**config.mk**
```make
export PLATFORM = sky130hd
export DESIGN_NAME = debug_command_engine
export DESIGN_NICKNAME = d
export VERILOG_FILES = /design/src/verilog/debug_command_engine.v
export VERILOG_INCLUDE_DIRS = /design/src /design/src/common
export SDC_FILE = /design/constraint.sdc
export NUM_CORES = 1
export LEC_CHECK = 0
export BUFFER_PORTS_ARGS = -buffer_cell sky130_fd_sc_hd__buf_2
export CAP_MARGIN = 20
export CORE_MARGIN = 1
export CORE_UTILIZATION = 40
export CTS_CLUSTER_SIZE = 12
export DETAILED_ROUTE_END_ITERATION = 10
export GPL_TIMING_DRIVEN = 0
export PLACE_DENSITY = 0.7
export RECOVER_POWER = 100
export SLEW_MARGIN = 20
export SYNTH_ARGS = -nofsm -noshare
export SYNTH_HDL_FRONTEND = slang
export SYNTH_SLANG_ARGS = --single-unit
```
**constraint.sdc**
```tcl
create_clock -name core_clk_i -period 3 [get_ports core_clk_i]
set_clock_uncertainty 0.15 [all_clocks]
set_input_delay 0.15 -clock core_clk_i [delete_from_list [all_inputs] [get_ports core_clk_i]]
set_output_delay 0.15 -clock core_clk_i [all_outputs]
set_load 0.02 [all_outputs]
```
**src/common/debug_engine_defines.vh**
```
`ifndef DEBUG_ENGINE_DEFINES_VH
`define DEBUG_ENGINE_DEFINES_VH
// Command bytes
`define CMD_RD_STATUS 8'h02
`define CMD_WR_CTRL 8'h04
`define CMD_RD_CTRL 8'h05
`define CMD_WR_PMEM 8'h0A
`define CMD_RD_PMEM 8'h0B
`define CMD_WR_DMEM 8'h0C
`define CMD_RD_DMEM 8'h0D
`define CMD_RD_CRC 8'h0E
`define CMD_STEP 8'h10
`define CMD_STUFF 8'h11
`define CMD_EXEC 8'h12
// Control register fields
`define CTL_HALT 7
`define CTL_BRK_EN 6
`define CTL_ACK_EN 5
`define CTL_SPIN 4
`define CTL_RST 0
// Fixed answers and CRC
`define FILL_BYTE 8'hFF
`define FILL_WORD 16'hFFFF
`define ACK_BYTE 8'hFF
`define CRC_POLY 16'h1021
`define CRC_INIT 16'hFFFF
`define ARG_BYTES 3'h4
`define FULL_COUNT 17'h1_0000
`endif

```
**src/verilog/debug_command_engine.v**
```verilog
// What this block does
// Program memory write data is dropped if flash locked, halt off or protected.
// Memory commands take address then count, high bytes first; zero count means 65536.
// Program memory read returns FFH per byte when halt off or protected.
// Data memory write stores only with halt on and no protection.
// Data memory read returns FFH only when halt off; protection ignored.
// CRC command returns CCITT CRC of program memory, high byte first.
// With halt off the CRC command returns FFFFH.
// CRC answer comes after about one clock per program memory byte.
// Step runs one instruction; ignored when halt off or protected.
// Stuff takes one opcode byte; CPU fetches the rest from memory.
// Execute takes a full 1-5 byte instruction; ignored when halt off or protected.
// Host writes 81H, 41H or 40H to reset-halt, reset-run or resume.
// Control bit 7 halts instruction fetch; clearing resumes; resets to zero.
// A breakpoint with breakpoints enabled and spin off sets the halt bit.
// While protected, writing zero to the halt bit has no effect.
// Control bit 6 enables breakpoints; when zero opcode 00H is a no-op.
// With control bit 5 set, FFH is sent to host on each breakpoint.
// Control bit 4 picks halting or spinning on a breakpoint.
// Control bit 0 resets the system but not this unit; clears when done.
// Control bits 3 to 1 read zero and are written as zero.
// Status bit 7 reads one when halted or breakpoint seen since control write.
// Status bit 6 is CPU halt, bit 5 read protection, bits 4-0 zero.
// Each command opens with one command byte; arguments then answers follow.
// Answers start only after all request bytes are received.
// Memory transfers step the address by one per byte.
`include "debug_engine_defines.vh"
`timescale 1ns/10ps
`default_nettype none
module debug_command_engine #(
  parameter PM_BYTES = 17'h1_0000
) (
  // Clock and reset
  input wire core_clk_i,
  input wire rst_n_i,
  // Host byte stream in
  input wire rx_valid_i,
  input wire [7:0] rx_data_i,
  output wire rx_ready_o,
  // Host byte stream out
  output reg tx_valid_o,
  output reg [7:0] tx_data_o,
  input wire tx_ready_i,
  // Memory port
  output reg [15:0] mem_addr_o,
  output reg [7:0] mem_wdata_o,
  output reg pm_rd_o,
  output reg pm_wr_o,
  output reg dm_rd_o,
  output reg dm_wr_o,
  input wire [7:0] pm_rdata_i,
  input wire [7:0] dm_rdata_i,
  // CPU side
  output reg step_o,
  output reg stuff_o,
  output reg exec_byte_o,
  output reg [7:0] insn_byte_o,
  input wire [2:0] op_len_i,
  input wire brk_hit_i,
  input wire cpu_halt_i,
  output wire halt_fetch_o,
  output wire brk_enable_o,
  output wire brk_spin_o,
  // System
  input wire read_protect_i,
  input wire flash_unlocked_i,
  output wire sys_reset_o,
  input wire sys_reset_done_i
);
  localparam S_IDLE = 4'h0;
  localparam S_ARGS = 4'h1;
  localparam S_WDATA = 4'h2;
  localparam S_RREQ = 4'h3;
  localparam S_RWAIT = 4'h4;
  localparam S_RCAP = 4'h5;
  localparam S_RSEND = 4'h6;
  localparam S_CRC = 4'h7;
  localparam S_TX2 = 4'h8;
  localparam S_TX1 = 4'h9;
  localparam S_OPC = 4'hA;
  localparam S_ELEN = 4'hB;
  localparam S_EXEC = 4'hC;

  reg [3:0] state;
  reg [7:0] cmd;
  reg [15:0] addr;
  reg [16:0] left;
  reg [2:0] argn;
  reg [15:0] crc;
  reg [7:0] lo_byte;
  reg rd_d;
  reg dbg;
  reg brk_en;
  reg ack_en;
  reg spin;
  reg rst_bit;
  reg brk_seen;
  reg ack_pend;

  // One CRC-CCITT step over a byte
  function [15:0] crc_byte;
    input [15:0] c;
    input [7:0] d;
    integer i;
    reg [15:0] r;
    begin
      r = c ^ {d, 8'h00};
      for (i = 0; i < 8; i = i + 1) begin
        r = r[15] ? ({r[14:0], 1'b0} ^ `CRC_POLY) : {r[14:0], 1'b0};
      end
      crc_byte = r;
    end
  endfunction

  wire [15:0] fill_word = `FILL_WORD; // Fixed CRC answer, split into bytes below
  wire gate = ~dbg | read_protect_i;
  wire rx_take = rx_valid_i & rx_ready_o;
  wire tx_done = tx_valid_o & tx_ready_i;
  wire is_pm = (cmd == `CMD_WR_PMEM) | (cmd == `CMD_RD_PMEM);
  wire is_wr = (cmd == `CMD_WR_PMEM) | (cmd == `CMD_WR_DMEM);
  wire ctl_wr = (state == S_ARGS) & (cmd == `CMD_WR_CTRL) & rx_take;
  wire brk_act = brk_hit_i & brk_en;
  wire [7:0] ctrl_val = {dbg, brk_en, ack_en, spin, 3'h0, rst_bit};
  wire [7:0] stat_val = {dbg | brk_seen, cpu_halt_i, read_protect_i, 5'h00};

  assign rx_ready_o = ((state == S_IDLE) & ~ack_pend) | (state == S_ARGS) |
                      (state == S_WDATA) | (state == S_OPC) | (state == S_EXEC);
  assign halt_fetch_o = dbg;
  assign brk_enable_o = brk_en;
  assign brk_spin_o = brk_en & spin;
  assign sys_reset_o = rst_bit;

  ////////////////////////////////////////////////////////////////////////////
  // Control register and breakpoint events
  always @(posedge core_clk_i) begin
    if (!rst_n_i) begin
      dbg <= 1'b0;
      brk_en <= 1'b0;
      ack_en <= 1'b0;
      spin <= 1'b0;
      rst_bit <= 1'b0;
      brk_seen <= 1'b0;
    end else begin
      if (ctl_wr) begin
        brk_en <= rx_data_i[`CTL_BRK_EN];
        ack_en <= rx_data_i[`CTL_ACK_EN];
        spin <= rx_data_i[`CTL_SPIN];
      end
      // Breakpoint halts unless spinning; protection blocks clearing
      if (brk_act & ~spin) begin
        dbg <= 1'b1;
      end else if (ctl_wr) begin
        dbg <= rx_data_i[`CTL_HALT] | (dbg & read_protect_i);
      end
      // Seen flag: breakpoint wins over the clear by a control write
      if (brk_act) begin
        brk_seen <= 1'b1;
      end else if (ctl_wr) begin
        brk_seen <= 1'b0;
      end
      // System reset request, held until reset completes
      if (ctl_wr & rx_data_i[`CTL_RST]) begin
        rst_bit <= 1'b1;
      end else if (sys_reset_done_i) begin
        rst_bit <= 1'b0;
      end
    end
  end

  ////////////////////////////////////////////////////////////////////////////
  // Command sequencer
  always @(posedge core_clk_i) begin
    if (!rst_n_i) begin
      state <= S_IDLE;
      cmd <= 8'h00;
      addr <= 16'h0000;
      left <= 17'h0_0000;
      argn <= 3'h0;
      crc <= `CRC_INIT;
      lo_byte <= 8'h00;
      rd_d <= 1'b0;
      ack_pend <= 1'b0;
      tx_valid_o <= 1'b0;
      tx_data_o <= 8'h00;
      mem_addr_o <= 16'h0000;
      mem_wdata_o <= 8'h00;
      pm_rd_o <= 1'b0;
      pm_wr_o <= 1'b0;
      dm_rd_o <= 1'b0;
      dm_wr_o <= 1'b0;
      step_o <= 1'b0;
      stuff_o <= 1'b0;
      exec_byte_o <= 1'b0;
      insn_byte_o <= 8'h00;
    end else begin
      pm_rd_o <= 1'b0;
      pm_wr_o <= 1'b0;
      dm_rd_o <= 1'b0;
      dm_wr_o <= 1'b0;
      step_o <= 1'b0;
      stuff_o <= 1'b0;
      exec_byte_o <= 1'b0;
      rd_d <= pm_rd_o | dm_rd_o;
      if (tx_done) begin
        tx_valid_o <= 1'b0;
      end
      // Acknowledge byte pending; new breakpoint wins over the clear
      if (brk_act & ack_en) begin
        ack_pend <= 1'b1;
      end else if (state == S_IDLE & ack_pend & ~tx_valid_o) begin
        ack_pend <= 1'b0;
      end
      case (state)
        S_IDLE: begin
          if (ack_pend) begin
            if (~tx_valid_o) begin
              tx_data_o <= `ACK_BYTE;
              tx_valid_o <= 1'b1;
              state <= S_TX1;
            end
          end else if (rx_take) begin
            cmd <= rx_data_i;
            argn <= 3'h0;
            case (rx_data_i)
              `CMD_RD_STATUS: begin
                tx_data_o <= stat_val;
                tx_valid_o <= 1'b1;
                state <= S_TX1;
              end
              `CMD_RD_CTRL: begin
                tx_data_o <= ctrl_val;
                tx_valid_o <= 1'b1;
                state <= S_TX1;
              end
              `CMD_WR_CTRL, `CMD_WR_PMEM, `CMD_RD_PMEM, `CMD_WR_DMEM, `CMD_RD_DMEM: begin
                state <= S_ARGS;
              end
              `CMD_RD_CRC: begin
                crc <= `CRC_INIT;
                addr <= 16'h0000;
                left <= PM_BYTES;
                state <= S_CRC;
              end
              `CMD_STEP: begin
                step_o <= ~gate;
              end
              `CMD_STUFF, `CMD_EXEC: begin
                state <= S_OPC;
              end
              default: begin
                state <= S_IDLE;
              end
            endcase
          end
        end
        S_ARGS: begin
          if (rx_take) begin
            argn <= argn + 3'h1;
            if (cmd == `CMD_WR_CTRL) begin
              state <= S_IDLE;
            end else begin
              // Address then count, high bytes first
              case (argn)
                3'h0: addr[15:8] <= rx_data_i;
                3'h1: addr[7:0] <= rx_data_i;
                3'h2: left[15:8] <= rx_data_i;
                default: left[7:0] <= rx_data_i;
              endcase
              if (argn == `ARG_BYTES - 3'h1) begin
                if ({left[15:8], rx_data_i} == 16'h0000) begin
                  left <= `FULL_COUNT;
                end else begin
                  left <= {1'b0, left[15:8], rx_data_i};
                end
                state <= is_wr ? S_WDATA : S_RREQ;
              end
            end
          end
        end
        S_WDATA: begin
          if (rx_take) begin
            mem_addr_o <= addr;
            mem_wdata_o <= rx_data_i;
            pm_wr_o <= is_pm & flash_unlocked_i & ~gate;
            dm_wr_o <= ~is_pm & ~gate;
            addr <= addr + 16'h0001;
            left <= left - 17'h0_0001;
            if (left == 17'h0_0001) begin
              state <= S_IDLE;
            end
          end
        end
        S_RREQ: begin
          if (~tx_valid_o) begin
            mem_addr_o <= addr;
            pm_rd_o <= is_pm & ~gate;
            dm_rd_o <= ~is_pm & dbg;
            state <= S_RWAIT;
          end
        end
        S_RWAIT: begin
          state <= S_RCAP;
        end
        S_RCAP: begin
          if (is_pm) begin
            tx_data_o <= gate ? `FILL_BYTE : pm_rdata_i;
          end else begin
            tx_data_o <= dbg ? dm_rdata_i : `FILL_BYTE;
          end
          tx_valid_o <= 1'b1;
          state <= S_RSEND;
        end
        S_RSEND: begin
          if (tx_done) begin
            addr <= addr + 16'h0001;
            left <= left - 17'h0_0001;
            state <= (left == 17'h0_0001) ? S_IDLE : S_RREQ;
          end
        end
        S_CRC: begin
          // With halt on, one byte per clock, answered once memory is walked
          if (~dbg) begin
            tx_data_o <= fill_word[15:8];
            lo_byte <= fill_word[7:0];
            tx_valid_o <= 1'b1;
            state <= S_TX2;
          end else if (left != 17'h0_0000) begin
            mem_addr_o <= addr;
            pm_rd_o <= 1'b1;
            addr <= addr + 16'h0001;
            left <= left - 17'h0_0001;
          end else if (~pm_rd_o & ~rd_d) begin
            tx_data_o <= crc[15:8];
            lo_byte <= crc[7:0];
            tx_valid_o <= 1'b1;
            state <= S_TX2;
          end
          if (rd_d) begin
            crc <= crc_byte(crc, pm_rdata_i);
          end
        end
        S_TX2: begin
          if (tx_done) begin
            tx_data_o <= lo_byte;
            tx_valid_o <= 1'b1;
            state <= S_TX1;
          end
        end
        S_TX1: begin
          if (tx_done) begin
            state <= S_IDLE;
          end
        end
        S_OPC: begin
          if (rx_take) begin
            insn_byte_o <= rx_data_i;
            if (cmd == `CMD_STUFF) begin
              stuff_o <= ~gate;
              state <= S_IDLE;
            end else begin
              exec_byte_o <= ~gate;
              state <= S_ELEN;
            end
          end
        end
        S_ELEN: begin
          // CPU decodes the length of the first byte
          left <= {14'h0000, op_len_i} - 17'h0_0001;
          state <= (op_len_i > 3'h1) ? S_EXEC : S_IDLE;
        end
        S_EXEC: begin
          if (rx_take) begin
            insn_byte_o <= rx_data_i;
            exec_byte_o <= ~gate;
            left <= left - 17'h0_0001;
            if (left == 17'h0_0001) begin
              state <= S_IDLE;
            end
          end
        end
        default: begin
          state <= S_IDLE;
        end
      endcase
    end
  end
endmodule // debug_command_engine
`default_nettype wire

```
==> flow_metrics.env <==
export IMPL_status="finished clean"
export IMPL_design_area_sq_um=8616
export IMPL_synth_top_family_by_area="simple AND/OR/NAND/NOR gates"
export IMPL_hold_viol=0
export IMPL_antenna_found_initial=0
export IMPL_setup_viol=0
export IMPL_grt_max_degree=17
export IMPL_synth_area_top_cells="dfxtp_1 (35%), mux2i_1 (6.0%), nor2_1 (6.0%)"
export IMPL_ys_ff_latch=128
export IMPL_p_leak_uw=0.003392
export IMPL_r2r_start="left[0]"
export IMPL_numClockSinks=128
export IMPL_synth_simple_area_share_pct=23.63
export IMPL_rsz0062_at_grt="false"
export IMPL_yosysSeqAreaShare_pct=35.19
export IMPL_cts_buffer_depth=2
export IMPL_synth_edf_count=0
export IMPL_antenna_cells=0
export IMPL_wl_per_cell_um=18.93
export IMPL_cts_max_level=4
export IMPL_start_util_pct=41.52
export IMPL_required_ps=3160
export IMPL_via_per_inst=5.918
export IMPL_fin_crit_sh_pct=96.01
export IMPL_cp_slowest_cell="a2111oi_2"
export IMPL_routed_wl_um=23570
export IMPL_clk_pin_slew_ps=60
export IMPL_clock_latency_ps=440
export IMPL_track_usage_pct=25.84
export IMPL_finalNetCount=1055
export IMPL_crit_fanout=6
export IMPL_setup_tns_ps=0
export IMPL_syn_area_per_cell_sq_um=8.155
export IMPL_yosysTopAreaCell="dfxtp_1"
export IMPL_cpPeakStageDelay_ps=600
export IMPL_hpwlAfterDp_um=16930
export IMPL_whs_ps=36.68
export IMPL_grt_pass1_wl_um=36870
export IMPL_num_io_pins=89
export IMPL_die_h_um=136.9
export IMPL_slew_limit_headroom_pct=37.77
export IMPL_ys_types=83
export IMPL_drtPass1Iterations=5
export IMPL_cp_start_kind="register"
export IMPL_final_cell_mix="dfxtp_1 (128), nor2_1 (117), clkbuf_1 (95), a21oi_1 (63), nand2_1 (62)"
export IMPL_syn_area_sq_um=7282
export IMPL_setup_worst_path_start="left[0]"
export IMPL_synth_compound_area_share_pct=23.32
export IMPL_first_global_vias=6851
export IMPL_yosysTopAreaCellShare_pct=35.19
export IMPL_dp_cells=1204
export IMPL_dieWidth_um=136.9
export IMPL_layout_commonest_cell="dfxtp_1"
export IMPL_core_area_sq_um=17540
export IMPL_yosysWarnings=0
export IMPL_power_density_nw_per_um2=861.1
export IMPL_num_vias=7368
export IMPL_drive_gt1_share_pct=11.57
export IMPL_synthArstFlopShare_pct=0
export IMPL_synth_xor_area_share_pct=3.608
export IMPL_cts_root_buf="clkbuf_16"
export IMPL_cp_cell_sequence="inv_1 > ha_1 > nor4b_1 > and4_1 > a21o_4 > a2111oi_2 > buf_4 > mux2i_1 > nor2_1"
export IMPL_crit_arrival_ps=3040
export IMPL_synth_fa_ha_area_share_pct=1.890
export IMPL_fin_crit_ps=2880
export IMPL_cts_tree="done"
export IMPL_synth_ff_type="dfxtp_1"
export IMPL_dieArea_sq_um=18750
export IMPL_dpl_cell_area_sq_um=7994
export IMPL_synth_area_mux_share_pct=6.203
export IMPL_cp_end_kind="register"
export IMPL_drc=0
export IMPL_clock_fmax_ghz=0.3472
export IMPL_synth_fp_nets=940
export IMPL_area_growth_synth_to_final_pct=18.32
export IMPL_syn_inst=893
export IMPL_path_class="register to register"
export IMPL_first_iter_violations=644
export IMPL_ant_nets=0
export IMPL_num_rows=48
export IMPL_worst_slew_pin_slew_ps=924.9
export IMPL_gp_congestion=0.9703
export IMPL_globalRouteOverflowTotal=0
export IMPL_ir_drop_v=0.0005480
export IMPL_min_from="rx_data_i[2]"
export IMPL_maxCapViolCount=0
export IMPL_timing_max_transition_violations_final=0
export IMPL_hold_class="input pin to register"
export IMPL_layoutNonFillerInstCount=1245
export IMPL_io_buffer_count=86
export IMPL_numCtsBuffers=17
## logic make-up (layout without fill, tap and decap cells)
family / Yosys count / count (layout)
buffers and inverters: 99 / 226
XOR/XNOR: 30 / 30
AND/OR/NAND/NOR: 339 / 339
AO/OA/AOI/OAI: 241 / 241
flip-flops: 128 / 128
adder cells (fa/ha/maj): 11 / 11
multiplexers: 45 / 45
## where the power goes
group / switching [uW] / internal (uW)
logic: 2020 / 1190
registers: 178 / 1870
clock network: 810 / 1350
total: 3010 / 4410
## stage by stage
stage / power, uW / utilization (%) / setup slack, ps
floorplan: 4413 / - / 431.3
global placement: 5174 / 45.58 / 38.27
detailed placement: 5203 / 45.58 / 39.77
CTS: 7377 / 49.59 / 102.0
global route: 7806 / 49.13 / 2.089
finish: 7419 / 49.13 / 119.6
## registers in the layout, indices dropped and copies added, names as in the netlist, 16 cells and up
signal / count
addr: 16
crc: 16
left: 17
mem_addr_o: 16
## cell usage after synthesis, types with 5 or more instances
library cell and count:
nand3_1 19, nor4_1 11, nor2_1 117, a211oi_1 5
o31ai_1 8, o211ai_1 12, a311oi_1 9, clkbuf_1 38
xnor2_1 21, o21ai_0 55, o221a_2 5, nand2_1 62
nand4_1 14, buf_6 6, ha_1 11, o22ai_1 14
a32o_1 8, a21oi_1 63, buf_2 14, or3_1 7
o221ai_1 6, o211a_1 8, and3_1 7, nor3_1 28
nand2b_1 21, mux2i_1 44, nor2b_1 12, inv_1 35
xor2_1 9, dfxtp_1 128
## critical path, delay by kind of cell (launching register included)
| family | cells | cell delay [ps] |
|---|---|---|
| compound gates | 2 | 880 |
| simple gates | 3 | 510 |
| flops | 1 | 380 |
| buf+inv | 2 | 360 |
| fa+ha+maj | 1 | 260 |
| mux | 1 | 220 |
## metal layers
metal	share of wire (%)	up-vias	routed length [um]	GRT usage, %
met1	43	3477	10150	32.72
met3	7.7	66	1825	6.037
li1	-	3471	-	-
met2	45	354	10690	41.64
met5	0	-	0	0
met4	3.8	0	906	11.29
## final cells by class
cell class | count | area [sq um]
Fill cell | 1723 | 8921
Multi-Input combinational cell | 666 | 4259
Sequential cell | 128 | 2562
Timing Repair Buffer | 96 | 461.7
Clock buffer | 19 | 452.9
Buffer | 63 | 304.0
Tap cell | 225 | 281.5
Clock inverter | 12 | 158.9
Inverter | 36 | 135.1
## worst paths after layout
| path | endpoint | slack [ps] | cells past startpoint |
|---|---|---|---|
| min | step_o | 40 | 4 |
| max reg2reg | mem_addr_o[0] | 120 | 9 |
| min reg2reg | tx_data_o[3] | 310 | 1 |
| max | mem_addr_o[0] | 120 | 9 |
## timing repair
item                                   in CTS  in global routing
cloned                                      0                  0
setup endpoints to repair                   1                 14
gates resized for setup                     0                  1
endpoints found under the hold margin      16                  0
buffers inserted                            0                  1
pin swaps                                   1                  1
hold buffers                                9                  0
Power figures use the tool's default switching activity.
